File: src/core/loop_ctrl_pkg.sv
package loop_ctrl_pkg;

    // ------------------------------------------------------------
    // Register indices (byte address is four times the index)
    // ------------------------------------------------------------
    localparam logic [11:0] IDX_CLR_L0_LOCK   = 12'hA09;
    localparam logic [11:0] IDX_CLR_L0_STATE  = 12'hA0A;
    localparam logic [11:0] IDX_CLR_L0_ANALOG = 12'hA0B;
    localparam logic [11:0] IDX_CLR_L1_LOCK   = 12'hA0C;
    localparam logic [11:0] IDX_CLR_L1_STATE  = 12'hA0D;
    localparam logic [11:0] IDX_CLR_L1_ANALOG = 12'hA0E;
    localparam logic [11:0] IDX_SYNC_CAL      = 12'hA20;
    localparam logic [11:0] IDX_OUT_DISABLE   = 12'hA21;
    localparam logic [11:0] IDX_IRQ_MASK      = 12'hA30;
    localparam logic [11:0] IDX_IRQ_STATUS    = 12'hA31;

    // ------------------------------------------------------------
    // Field layout
    // ------------------------------------------------------------
    localparam logic [7:0] ANALOG_CLR_MASK  = 8'h1F;
    localparam int         SYNC_SOFT_BIT    = 2;
    localparam int         SYNC_CAL_BIT     = 1;
    localparam int         SYNC_PDOWN_BIT   = 0;
    localparam int         DIS_DRV_B_BIT    = 3;
    localparam int         DIS_DRV_A_BIT    = 2;
    localparam int         DIS_CHAN_B_BIT   = 1;
    localparam int         DIS_CHAN_A_BIT   = 0;
    localparam int         IRQ_CAL_BIT      = 0;
    localparam int         IRQ_RESTART_BIT  = 1;
    localparam int         IRQ_SLEEP_BIT    = 2;

    // ------------------------------------------------------------
    // Reset values
    // ------------------------------------------------------------
    localparam logic [2:0] SYNC_CAL_RESET   = 3'h0;
    localparam logic [3:0] OUT_DIS_RESET    = 4'h0;
    localparam logic [2:0] IRQ_MASK_RESET   = 3'h0;

    // ------------------------------------------------------------
    // Carriers
    // ------------------------------------------------------------
    typedef struct packed {
        logic [7:0] loop1Analog;
        logic [7:0] loop1State;
        logic [7:0] loop1Lock;
        logic [7:0] loop0Analog;
        logic [7:0] loop0State;
        logic [7:0] loop0Lock;
    } irq_clear_s;

    typedef struct packed {
        logic out0bDrvOff;
        logic out0aDrvOff;
        logic out0bDivOff;
        logic out0aDivOff;
    } out_ctrl_s;

    typedef struct packed {
        logic syncStall;
        logic syncRestart;
        logic calStart;
        logic pairSleep;
    } pair_ctrl_s;

endpackage

File: src/core/loop_irq_clear_ctrl.sv
// Local design decision: the APB register port.
`timescale 1ns/10ps
// Functional notes
// Loop 0 lock clear bits 7..4 clear clamp exit/entry, slew exit/entry.
// Loop 0 lock clear bits 3..0 clear freq and phase lost/acquired.
// Loop 0 state clear bits 7..4: switching, free run, holdover, history.
// Loop 0 state clear bits 3..0: reference D, C, B, A activated.
// Analog loop 0 clear bits 4..0; bits 7..5 reserved.
// Loop 1 lock clear register uses the loop 0 layout.
// Loop 1 state clear register uses the loop 0 layout.
// Analog loop 1 clear bits 4..0; upper three bits reserved.
// Soft sync one stalls pair 0 outputs; one-to-zero restarts them.
// Calibration starts only when calibrate bit rises; zero does nothing.
// Calibrate bit holds written value; clear it before retriggering.
// Power-down bit sleeps loop 0, analog loop 0 and pair clock.
// Disable bit 3 powers down only output zero B driver.
// Disable bit 2 powers down only output zero A driver.
// With only driver off, the divider keeps running synchronized.
// Disable bit 1 powers down output zero B divider and driver.
// Disable bit 0 powers down output zero A divider and driver.
// Each clear bit written one pulses its monitor clear, then self-clears.
// Reserved bits read zero; writes to them are ignored.
module loop_irq_clear_ctrl
    import loop_ctrl_pkg::*;
(
    // Clock and reset
    input  wire logic        clk,
    input  wire logic        arst_n,
    // APB slave
    input  wire logic        psel,
    input  wire logic        penable,
    input  wire logic        pwrite,
    input  wire logic [15:0] paddr,
    input  wire logic [31:0] pwdata,
    output logic      [31:0] prdata,
    output logic             pready,
    output logic             pslverr,
    // Monitor clear pulses
    output irq_clear_s       irqClear,
    // Channel pair 0 controls
    output pair_ctrl_s       pairCtrl,
    output out_ctrl_s        outCtrl,
    // Interrupt
    output logic             irq
);

    // ------------------------------------------------------------
    // Reset release
    // ------------------------------------------------------------
    logic [1:0] rstSync_q;
    logic       rstN;

    always_ff @(posedge clk or negedge arst_n) begin
        if (!arst_n) begin
            rstSync_q <= 2'h0;
        end else begin
            rstSync_q <= {rstSync_q[0], 1'b1};
        end
    end

    assign rstN = rstSync_q[1];

    // ------------------------------------------------------------
    // Address decode
    // ------------------------------------------------------------
    logic        aligned;
    logic [11:0] idx;
    logic        selL0Lock;
    logic        selL0State;
    logic        selL0Analog;
    logic        selL1Lock;
    logic        selL1State;
    logic        selL1Analog;
    logic        selSync;
    logic        selDis;
    logic        selMask;
    logic        selStatus;
    logic        selClr;
    logic        hit;

    assign aligned     = (paddr[1:0] == 2'h0) && (paddr[15:14] == 2'h0);
    assign idx         = paddr[13:2];
    assign selL0Lock   = aligned && (idx == IDX_CLR_L0_LOCK);
    assign selL0State  = aligned && (idx == IDX_CLR_L0_STATE);
    assign selL0Analog = aligned && (idx == IDX_CLR_L0_ANALOG);
    assign selL1Lock   = aligned && (idx == IDX_CLR_L1_LOCK);
    assign selL1State  = aligned && (idx == IDX_CLR_L1_STATE);
    assign selL1Analog = aligned && (idx == IDX_CLR_L1_ANALOG);
    assign selSync     = aligned && (idx == IDX_SYNC_CAL);
    assign selDis      = aligned && (idx == IDX_OUT_DISABLE);
    assign selMask     = aligned && (idx == IDX_IRQ_MASK);
    assign selStatus   = aligned && (idx == IDX_IRQ_STATUS);
    assign selClr      = selL0Lock | selL0State | selL0Analog
                       | selL1Lock | selL1State | selL1Analog;
    assign hit         = selClr | selSync | selDis | selMask | selStatus;

    // ------------------------------------------------------------
    // Bus phases: one wait state, then pready for one cycle
    // ------------------------------------------------------------
    logic accessWait;
    logic accessDone;
    logic wrDone;
    logic rdDone;
    logic pready_q;

    assign accessWait = psel && penable && !pready_q;
    assign accessDone = psel && penable && pready_q;
    assign wrDone     = accessDone && pwrite && hit;
    assign rdDone     = accessDone && !pwrite;

    // ------------------------------------------------------------
    // Control registers
    // ------------------------------------------------------------
    logic [2:0] syncCal_q;
    logic [2:0] syncCal_d;
    logic [3:0] disable_q;
    logic [3:0] disable_d;
    logic [2:0] mask_q;
    logic [2:0] mask_d;
    logic       wrSync;
    logic       wrDis;

    assign wrSync    = wrDone && selSync;
    assign wrDis     = wrDone && selDis;
    // Calibrate bit is stored as written, never self-cleared
    assign syncCal_d = wrSync ? pwdata[2:0] : syncCal_q;
    assign disable_d = wrDis ? pwdata[3:0] : disable_q;
    assign mask_d    = (wrDone && selMask) ? pwdata[2:0] : mask_q;

    always_ff @(posedge clk or negedge rstN) begin
        if (!rstN) begin
            syncCal_q <= SYNC_CAL_RESET;
            disable_q <= OUT_DIS_RESET;
            mask_q    <= IRQ_MASK_RESET;
        end else begin
            syncCal_q <= syncCal_d;
            disable_q <= disable_d;
            mask_q    <= mask_d;
        end
    end

    // ------------------------------------------------------------
    // Pair 0 sync, calibration and sleep
    // ------------------------------------------------------------
    logic       calStartD;
    logic       restartD;
    logic       sleepEntryD;
    pair_ctrl_s pairCtrl_d;
    pair_ctrl_s pairCtrl_q;

    assign calStartD   = wrSync && pwdata[SYNC_CAL_BIT]
                       && !syncCal_q[SYNC_CAL_BIT];
    assign restartD    = wrSync && !pwdata[SYNC_SOFT_BIT]
                       && syncCal_q[SYNC_SOFT_BIT];
    assign sleepEntryD = wrSync && pwdata[SYNC_PDOWN_BIT]
                       && !syncCal_q[SYNC_PDOWN_BIT];

    assign pairCtrl_d.syncStall   = syncCal_d[SYNC_SOFT_BIT];
    assign pairCtrl_d.syncRestart = restartD;
    assign pairCtrl_d.calStart    = calStartD;
    assign pairCtrl_d.pairSleep   = syncCal_d[SYNC_PDOWN_BIT];

    // ------------------------------------------------------------
    // Output drivers and dividers
    // ------------------------------------------------------------
    out_ctrl_s outCtrl_d;
    out_ctrl_s outCtrl_q;

    // Driver-only disable leaves the divider running and in sync
    assign outCtrl_d.out0bDrvOff = disable_d[DIS_DRV_B_BIT]
                                 | disable_d[DIS_CHAN_B_BIT];
    assign outCtrl_d.out0aDrvOff = disable_d[DIS_DRV_A_BIT]
                                 | disable_d[DIS_CHAN_A_BIT];
    assign outCtrl_d.out0bDivOff = disable_d[DIS_CHAN_B_BIT];
    assign outCtrl_d.out0aDivOff = disable_d[DIS_CHAN_A_BIT];

    // ------------------------------------------------------------
    // Monitor clear pulses
    // ------------------------------------------------------------
    irq_clear_s irqClear_d;
    irq_clear_s irqClear_q;
    logic [7:0] wrByte;

    assign wrByte                 = pwdata[7:0];
    assign irqClear_d.loop0Lock   = (wrDone && selL0Lock)
                                  ? wrByte : 8'h00;
    assign irqClear_d.loop0State  = (wrDone && selL0State)
                                  ? wrByte : 8'h00;
    assign irqClear_d.loop0Analog = (wrDone && selL0Analog)
                                  ? (wrByte & ANALOG_CLR_MASK)
                                  : 8'h00;
    assign irqClear_d.loop1Lock   = (wrDone && selL1Lock)
                                  ? wrByte : 8'h00;
    assign irqClear_d.loop1State  = (wrDone && selL1State)
                                  ? wrByte : 8'h00;
    assign irqClear_d.loop1Analog = (wrDone && selL1Analog)
                                  ? (wrByte & ANALOG_CLR_MASK)
                                  : 8'h00;

    // ------------------------------------------------------------
    // Interrupt status: set wins over read-clear
    // ------------------------------------------------------------
    logic [2:0]  status_q;
    logic [2:0]  status_d;
    logic [2:0]  statusSet;
    logic [2:0]  statusClr;
    logic [31:0] prdata_q;
    logic        irq_q;

    assign statusSet[IRQ_CAL_BIT]     = calStartD;
    assign statusSet[IRQ_RESTART_BIT] = restartD;
    assign statusSet[IRQ_SLEEP_BIT]   = sleepEntryD;
    // Only bits that were actually returned are cleared
    assign statusClr = (rdDone && selStatus) ? prdata_q[2:0] : 3'h0;
    assign status_d  = (status_q & ~statusClr) | statusSet;

    // ------------------------------------------------------------
    // Read data
    // ------------------------------------------------------------
    logic [31:0] rdData;

    // Clear registers are write-only and read zero
    assign rdData = selSync   ? {29'h0, syncCal_q} :
                    selDis    ? {28'h0, disable_q} :
                    selMask   ? {29'h0, mask_q} :
                    selStatus ? {29'h0, status_q} :
                    32'h0;

    always_ff @(posedge clk or negedge rstN) begin
        if (!rstN) begin
            pready_q   <= 1'b0;
            prdata_q   <= 32'h0;
            pslverr    <= 1'b0;
            status_q   <= 3'h0;
            irq_q      <= 1'b0;
            pairCtrl_q <= '0;
            outCtrl_q  <= '0;
            irqClear_q <= '0;
        end else begin
            pready_q   <= accessWait;
            prdata_q   <= (accessWait && !pwrite) ? rdData : 32'h0;
            pslverr    <= accessWait && !hit;
            status_q   <= status_d;
            irq_q      <= |(status_d & mask_q);
            pairCtrl_q <= pairCtrl_d;
            outCtrl_q  <= outCtrl_d;
            irqClear_q <= irqClear_d;
        end
    end

    assign pready   = pready_q;
    assign prdata   = prdata_q;
    assign irq      = irq_q;
    assign pairCtrl = pairCtrl_q;
    assign outCtrl  = outCtrl_q;
    assign irqClear = irqClear_q;

    // ------------------------------------------------------------
    // Assertions
    // ------------------------------------------------------------
    logic wrL0Lock;
    logic wrL0State;
    logic wrL0Analog;
    logic wrL1Lock;
    logic wrL1State;
    logic wrL1Analog;
    logic wrAnyClr;

    assign wrL0Lock   = wrDone && selL0Lock;
    assign wrL0State  = wrDone && selL0State;
    assign wrL0Analog = wrDone && selL0Analog;
    assign wrL1Lock   = wrDone && selL1Lock;
    assign wrL1State  = wrDone && selL1State;
    assign wrL1Analog = wrDone && selL1Analog;
    assign wrAnyClr   = wrDone && selClr;
endmodule

File: config.mk
export PLATFORM = sky130hd
export DESIGN_NAME = loop_irq_clear_ctrl
export DESIGN_NICKNAME = d
export VERILOG_FILES = /design/src/core/loop_ctrl_pkg.sv /design/src/core/loop_irq_clear_ctrl.sv
export SDC_FILE = /design/constraint.sdc
export NUM_CORES = 1
export LEC_CHECK = 0
export ABC_AREA = 1
export BUFFER_PORTS_ARGS = -buffer_cell sky130_fd_sc_hd__clkbuf_2
export CORE_MARGIN = 2
export CORE_UTILIZATION = 50
export DETAILED_ROUTE_END_ITERATION = 16
export MAX_ROUTING_LAYER = met4
export PLACE_DENSITY = 0.85
export SYNTH_ARGS = -nofsm -noshare
export SYNTH_HDL_FRONTEND = slang
export SYNTH_SLANG_ARGS = --single-unit
File: constraint.sdc
create_clock -name clk -period 3.19 [get_ports clk]
set_input_delay 0.1595 -clock clk [delete_from_list [all_inputs] [get_ports clk]]
set_output_delay 0.1595 -clock clk [all_outputs]
set_load 0.02 [all_outputs]
== After elaboration in Yosys (flattened, before gate mapping) ==
Cells that the tools add are included.

* Equality and inequality tests: 10
* Mux-type cells: 14
* Bitwise operators: 15
* Reductions and logical operators: 44

{| class="wikitable"
|+ Operator list
! operator !! count
|-
| $eq A12 B12 Y1 const B || 10
|-
| $logic_and A1 B1 Y1 || 35
|-
| $mux W8 || 4
|-
| $mux W4 || 4
|-
| $mux W3 || 4
|-
| $or A1 B1 Y1 || 11
|-
| $mux W5 || 2
|-
| $and A3 B3 Y3 || 2
|-
| $logic_not A1 Y1 || 6
|-
| $logic_not A2 Y1 || 2
|-
| $not A3 Y3 || 1
|-
| $or A3 B3 Y3 || 1
|-
| $reduce_or A3 Y1 || 1
|}

* Register bits after elaboration: 72
* Input bits: 53
* Output and inout port bits: 91

== Logic depth before layout (Yosys ltp) ==
* Word-level depth: 19
* Mapped depth: 16

== Least setup slack after synthesis ==
No wires, ideal clock.

* Kind: register -> register
* Start: register pready_q (netlist: pready)
* End: register outCtrl_q, in the netlist outCtrl[3]
* Library setup time: 115 ps
* Data arrival time: 1419 ps
* Slack: 1655 ps
* Cell stages (with the launch flop): 11
* Path buffers: 0
* Clock period less this slack: 1535 ps
* Cells stage by stage: dfrtp_1 > and3_1 > inv_1 > nor2_4 > nand2_4 > inv_4 > nand2_4 > nor2_1 > a21oi_2 > inv_2 > nand2_1

{| class="wikitable"
|+ RTL lines
! what !! line !! source
|-
| start, declared || loop_irq_clear_ctrl.sv:104 || <nowiki>logic pready_q;</nowiki>
|-
| start signal, assigned || loop_irq_clear_ctrl.sv:240 || <nowiki>pready_q <= accessWait;</nowiki>
|-
| end signal, assigned || loop_irq_clear_ctrl.sv:246 || <nowiki>outCtrl_q <= outCtrl_d;</nowiki>
|-
| end, declared || loop_irq_clear_ctrl.sv:167 || <nowiki>out_ctrl_s outCtrl_q;</nowiki>
|}

==> summary.md <==
| Metric | Value |
|---|---|
| Remaining Overflow, GRT | `0` |
| Post-synthesis instance total | `328` |
| Synth warn | `0` |
| Clock sinks | `68` |
| Via density per instance | `4.74` |
| H-tree levels | `3` |
| Fraction of layout cells with a size suffix above 1 | `32.5%` |
| Clock Skew | `0.00771 ns` |
| Detailed Route WL | `6650 um` |
| CTS Hold Buffers Added | `1` |
| Diodes inserted | `0` |
| Cell variety after synth | `33` |
| Nets@finish | `473` |
| Cell with the most instances after synthesis | `dfrtp_1` |
| Mapped cell area | `3120 um^2` |
| Synth Area per Inst | `9.50 um^2` |
| Sequential area share after synthesis | `54.6%` |
| Pwr dens | `439 nW/um^2` |
| Worst-margin pin slew | `0.861 ns` |
| VDD IR max | `0.367 mV` |
| Max-cap violations | `0` |
| CP peak stage delay | `0.37 ns` |
| Fillers | `522` |
| Max Root-Sink Buffers | `2` |
| CP arrival | `1.83 ns` |
| Root Buffer | `clkbuf_8` |
| Die area | `6880 um^2` |
| Power, Total | `1610 uW` |
| CTS tree | `built` |
| Sequential cell area | `1700 um^2` |
| Crit-path max FO | `10` |
| GRT Total Usage | `21.4%` |
| Final ANT Viol Nets | `0` |
| Worst-Skew Late Latency | `0.35 ns` |
| Seq cells post-synth | `68` |
| Post-synth top cells | `dfrtp_1 (68), nor2_1 (66), buf_4 (38), nand2_1 (38), inv_1 (36)` |
| Die H | `83.0 um` |
| Final period util | `49.9%` |
| Slowest cell on crit path | `dfrtp_1` |
| CP bufs+invs | `2` |
| Tmin final | `1.59 ns` |
| Crit path capture type | `register` |
| Top FF cell, synth | `dfrtp_1` |
| Input/output buffers | `85` |
| Slew Viols, Final | `0` |
| Global-route wire length before repair | `11,200 um` |
| Vias | `2,370` |
| Status | `finished, final reports clean` |
| Antenna violations before repair | `0` |
| Worst r2r path cells | `9` |
| RD Place Congestion | `0.879` |
| Area of the multi-input gates | `1070 um^2` |
| Core Rows | `28` |
| Relative slew slack | `42.6%` |
| Top Ports | `144` |
| Asr flop ratio synth | `100%` |
| Post-CTS Setup Bufs | `0` |
| DRC viols | `0` |
| TritonRoute pass-1 iters | `4` |
| CTS clk-pin slew, worst paths | `0.07 ns` |
| Hold Vio Cnt, Final | `0` |
| Post-cts resize count | `0` |
| Area share of the largest cell type after synthesis | `54.6%` |
| Worst hold path cell count | `2` |
| Peak Freq | `629 MHz` |
| Hold Crit Class | `primary input to register` |
| Instance count on the critical path | `9` |
| Setup-failing EPs final | `0` |
| Worst path cell trace | `and3_1 > inv_1 > nor2_4 > nand2_4 > nor2_4 > nand2_1 > o21a_1 > clkinv_1 > nand2_1` |
| Critical path startpoint category | `register` |
| Setup Crit Path Kind | `register to register` |
| Leakage Power | `0.00217 uW` |
| Synth-to-Final Area Change | `17.4%` |
| DR iter-0 viols | `76` |
| Top delay family on crit path | `simple AND/OR/NAND/NOR gates` |
| Required @ worst endpoint | `3.43 ns` |
| Synth area leaders | `dfrtp_1 (55%), buf_4 (9.2%), nor2_1 (7.9%), nand2_1 (4.6%), inv_1 (4.3%)` |
| WL per Instance | `13.3 um` |
| Sum Neg Setup Slack | `0 ns` |
| Largest net degree at the start of global routing | `42` |
| Synth area leader | `dfrtp_1` |
| Width of the die | `83.0 um` |
| Core Region | `5960 um^2` |
| Cts bufs inserted | `9` |
| Post-synth EDFFs | `0` |
| Vias in the first global route | `2,337` |
| DP HPWL | `5050 um` |
| RSZ-0062 raised after global routing | `false` |
| R2r setup slk | `1.60 ns` |
| Initial Util | `52.3%` |
[final timing paths]
check,start,end
worst max-delay path,pready$_DFF_PN0_,outCtrl[2]$_DFF_PN0_
worst min-delay path,pwdata[2],pairCtrl[2]$_DFF_PN0_
worst max register to register,pready$_DFF_PN0_,outCtrl[2]$_DFF_PN0_
worst min register to register,rstSync_q[0]$_DFF_PN0_,rstSync_q[1]$_DFF_PN0_
max in group asynchronous,rstSync_q[1]$_DFF_PN0_,irqClear[20]$_DFF_PN0_
min in group asynchronous,arst_n,rstSync_q[0]$_DFF_PN0_
[metal layers]
metal | vias up | GRT usage, % | routed length (um)
met3 | 12 | 4.87 | 545
li1 | 1121 | - | -
met2 | 114 | 34.2 | 3180
met5 | - | - | 0
met4 | 0 | 9.54 | 130
met1 | 1123 | 26.1 | 2800
[worst register-to-register path, delay by kind of cell (launching register included)]
kind                   cells  cell delay, ns
AO/OA/AOI/OAI              1            0.13
AND/OR/NAND/NOR            6            0.85
buffers and inverters      2            0.14
flip-flops                 1            0.37
[sequential cells by signal (all words and copies together), names as in the netlist]
| signal | flops |
|---|---|
| disable_q | 4 |
| irq | 1 |
| irqClear | 42 |
| mask_q | 3 |
| outCtrl | 2 |
| pairCtrl | 2 |
| prdata | 4 |
| pready | 1 |
| pslverr | 1 |
| rstSync_q | 2 |
| status_q | 3 |
| syncCal_q | 3 |
[stage by stage]
stage	cells	setup WS (ns)	instance area (um^2)	hold WS, ns	utilization (%)
after floorplan	361	1.16	3240	-0.136	-
after global placement	483	1.32	3470	-0.0548	58.3
after detailed placement	483	1.29	3470	-0.0451	58.3
after CTS	500	1.59	3660	0.00505	61.4
after global routing	500	1.43	3660	0.0127	61.4
final	500	1.60	3660	0.0154	61.4
[layout make-up]
type,instances,area share [%]
clock buffer,10,3.76
clock inverter,6,1.09
inverter,45,4.68
multi-input combinational,209,29.3
sequential,68,46.5
tap,75,2.56
timing repair buffer,87,12.1
[cell usage in the layout, fill, tap and decap left out, types with 2 or more instances in the layout]
cell,synthesis,layout
nand2_2,6,6
clkbuf_2,0,85
nor2_1,66,66
mux2i_1,3,3
clkinv_1,4,4
inv_2,4,4
nand4_1,4,4
o2111ai_1,2,2
nand2_4,3,3
nor2_2,7,7
inv_1,36,36
o21a_1,2,2
clkbuf_8,0,10
nand4_4,2,2
nand2_1,38,38
nand3_1,12,12
a31oi_1,3,3
nor2_4,2,2
nor3_1,5,5
clkinv_2,0,3
nand3_2,4,4
o21ai_0,5,5
dfrtp_1,68,67
a21oi_2,2,2
conb_1,2,35
clkinv_4,0,2
[kinds of logic after synthesis]
group           after synthesis  synth area share [%]
compound gates               17                  3.65
other cells                   2                 0.241
mux                           3                 0.964
buf+inv                      84                  15.0
flops                        68                  54.6
simple gates                154                  25.5
[report_power, final]
group / switching, uW / leakage (uW) / internal (uW)
Clock: 330 / 0.0000920 / 301
Sequential: 10.5 / 0.000901 / 864
Combinational: 80.0 / 0.00117 / 21.7
Total: 420 / 0.00217 / 1190
No activity file was read; power rests on OpenSTA's default activity.
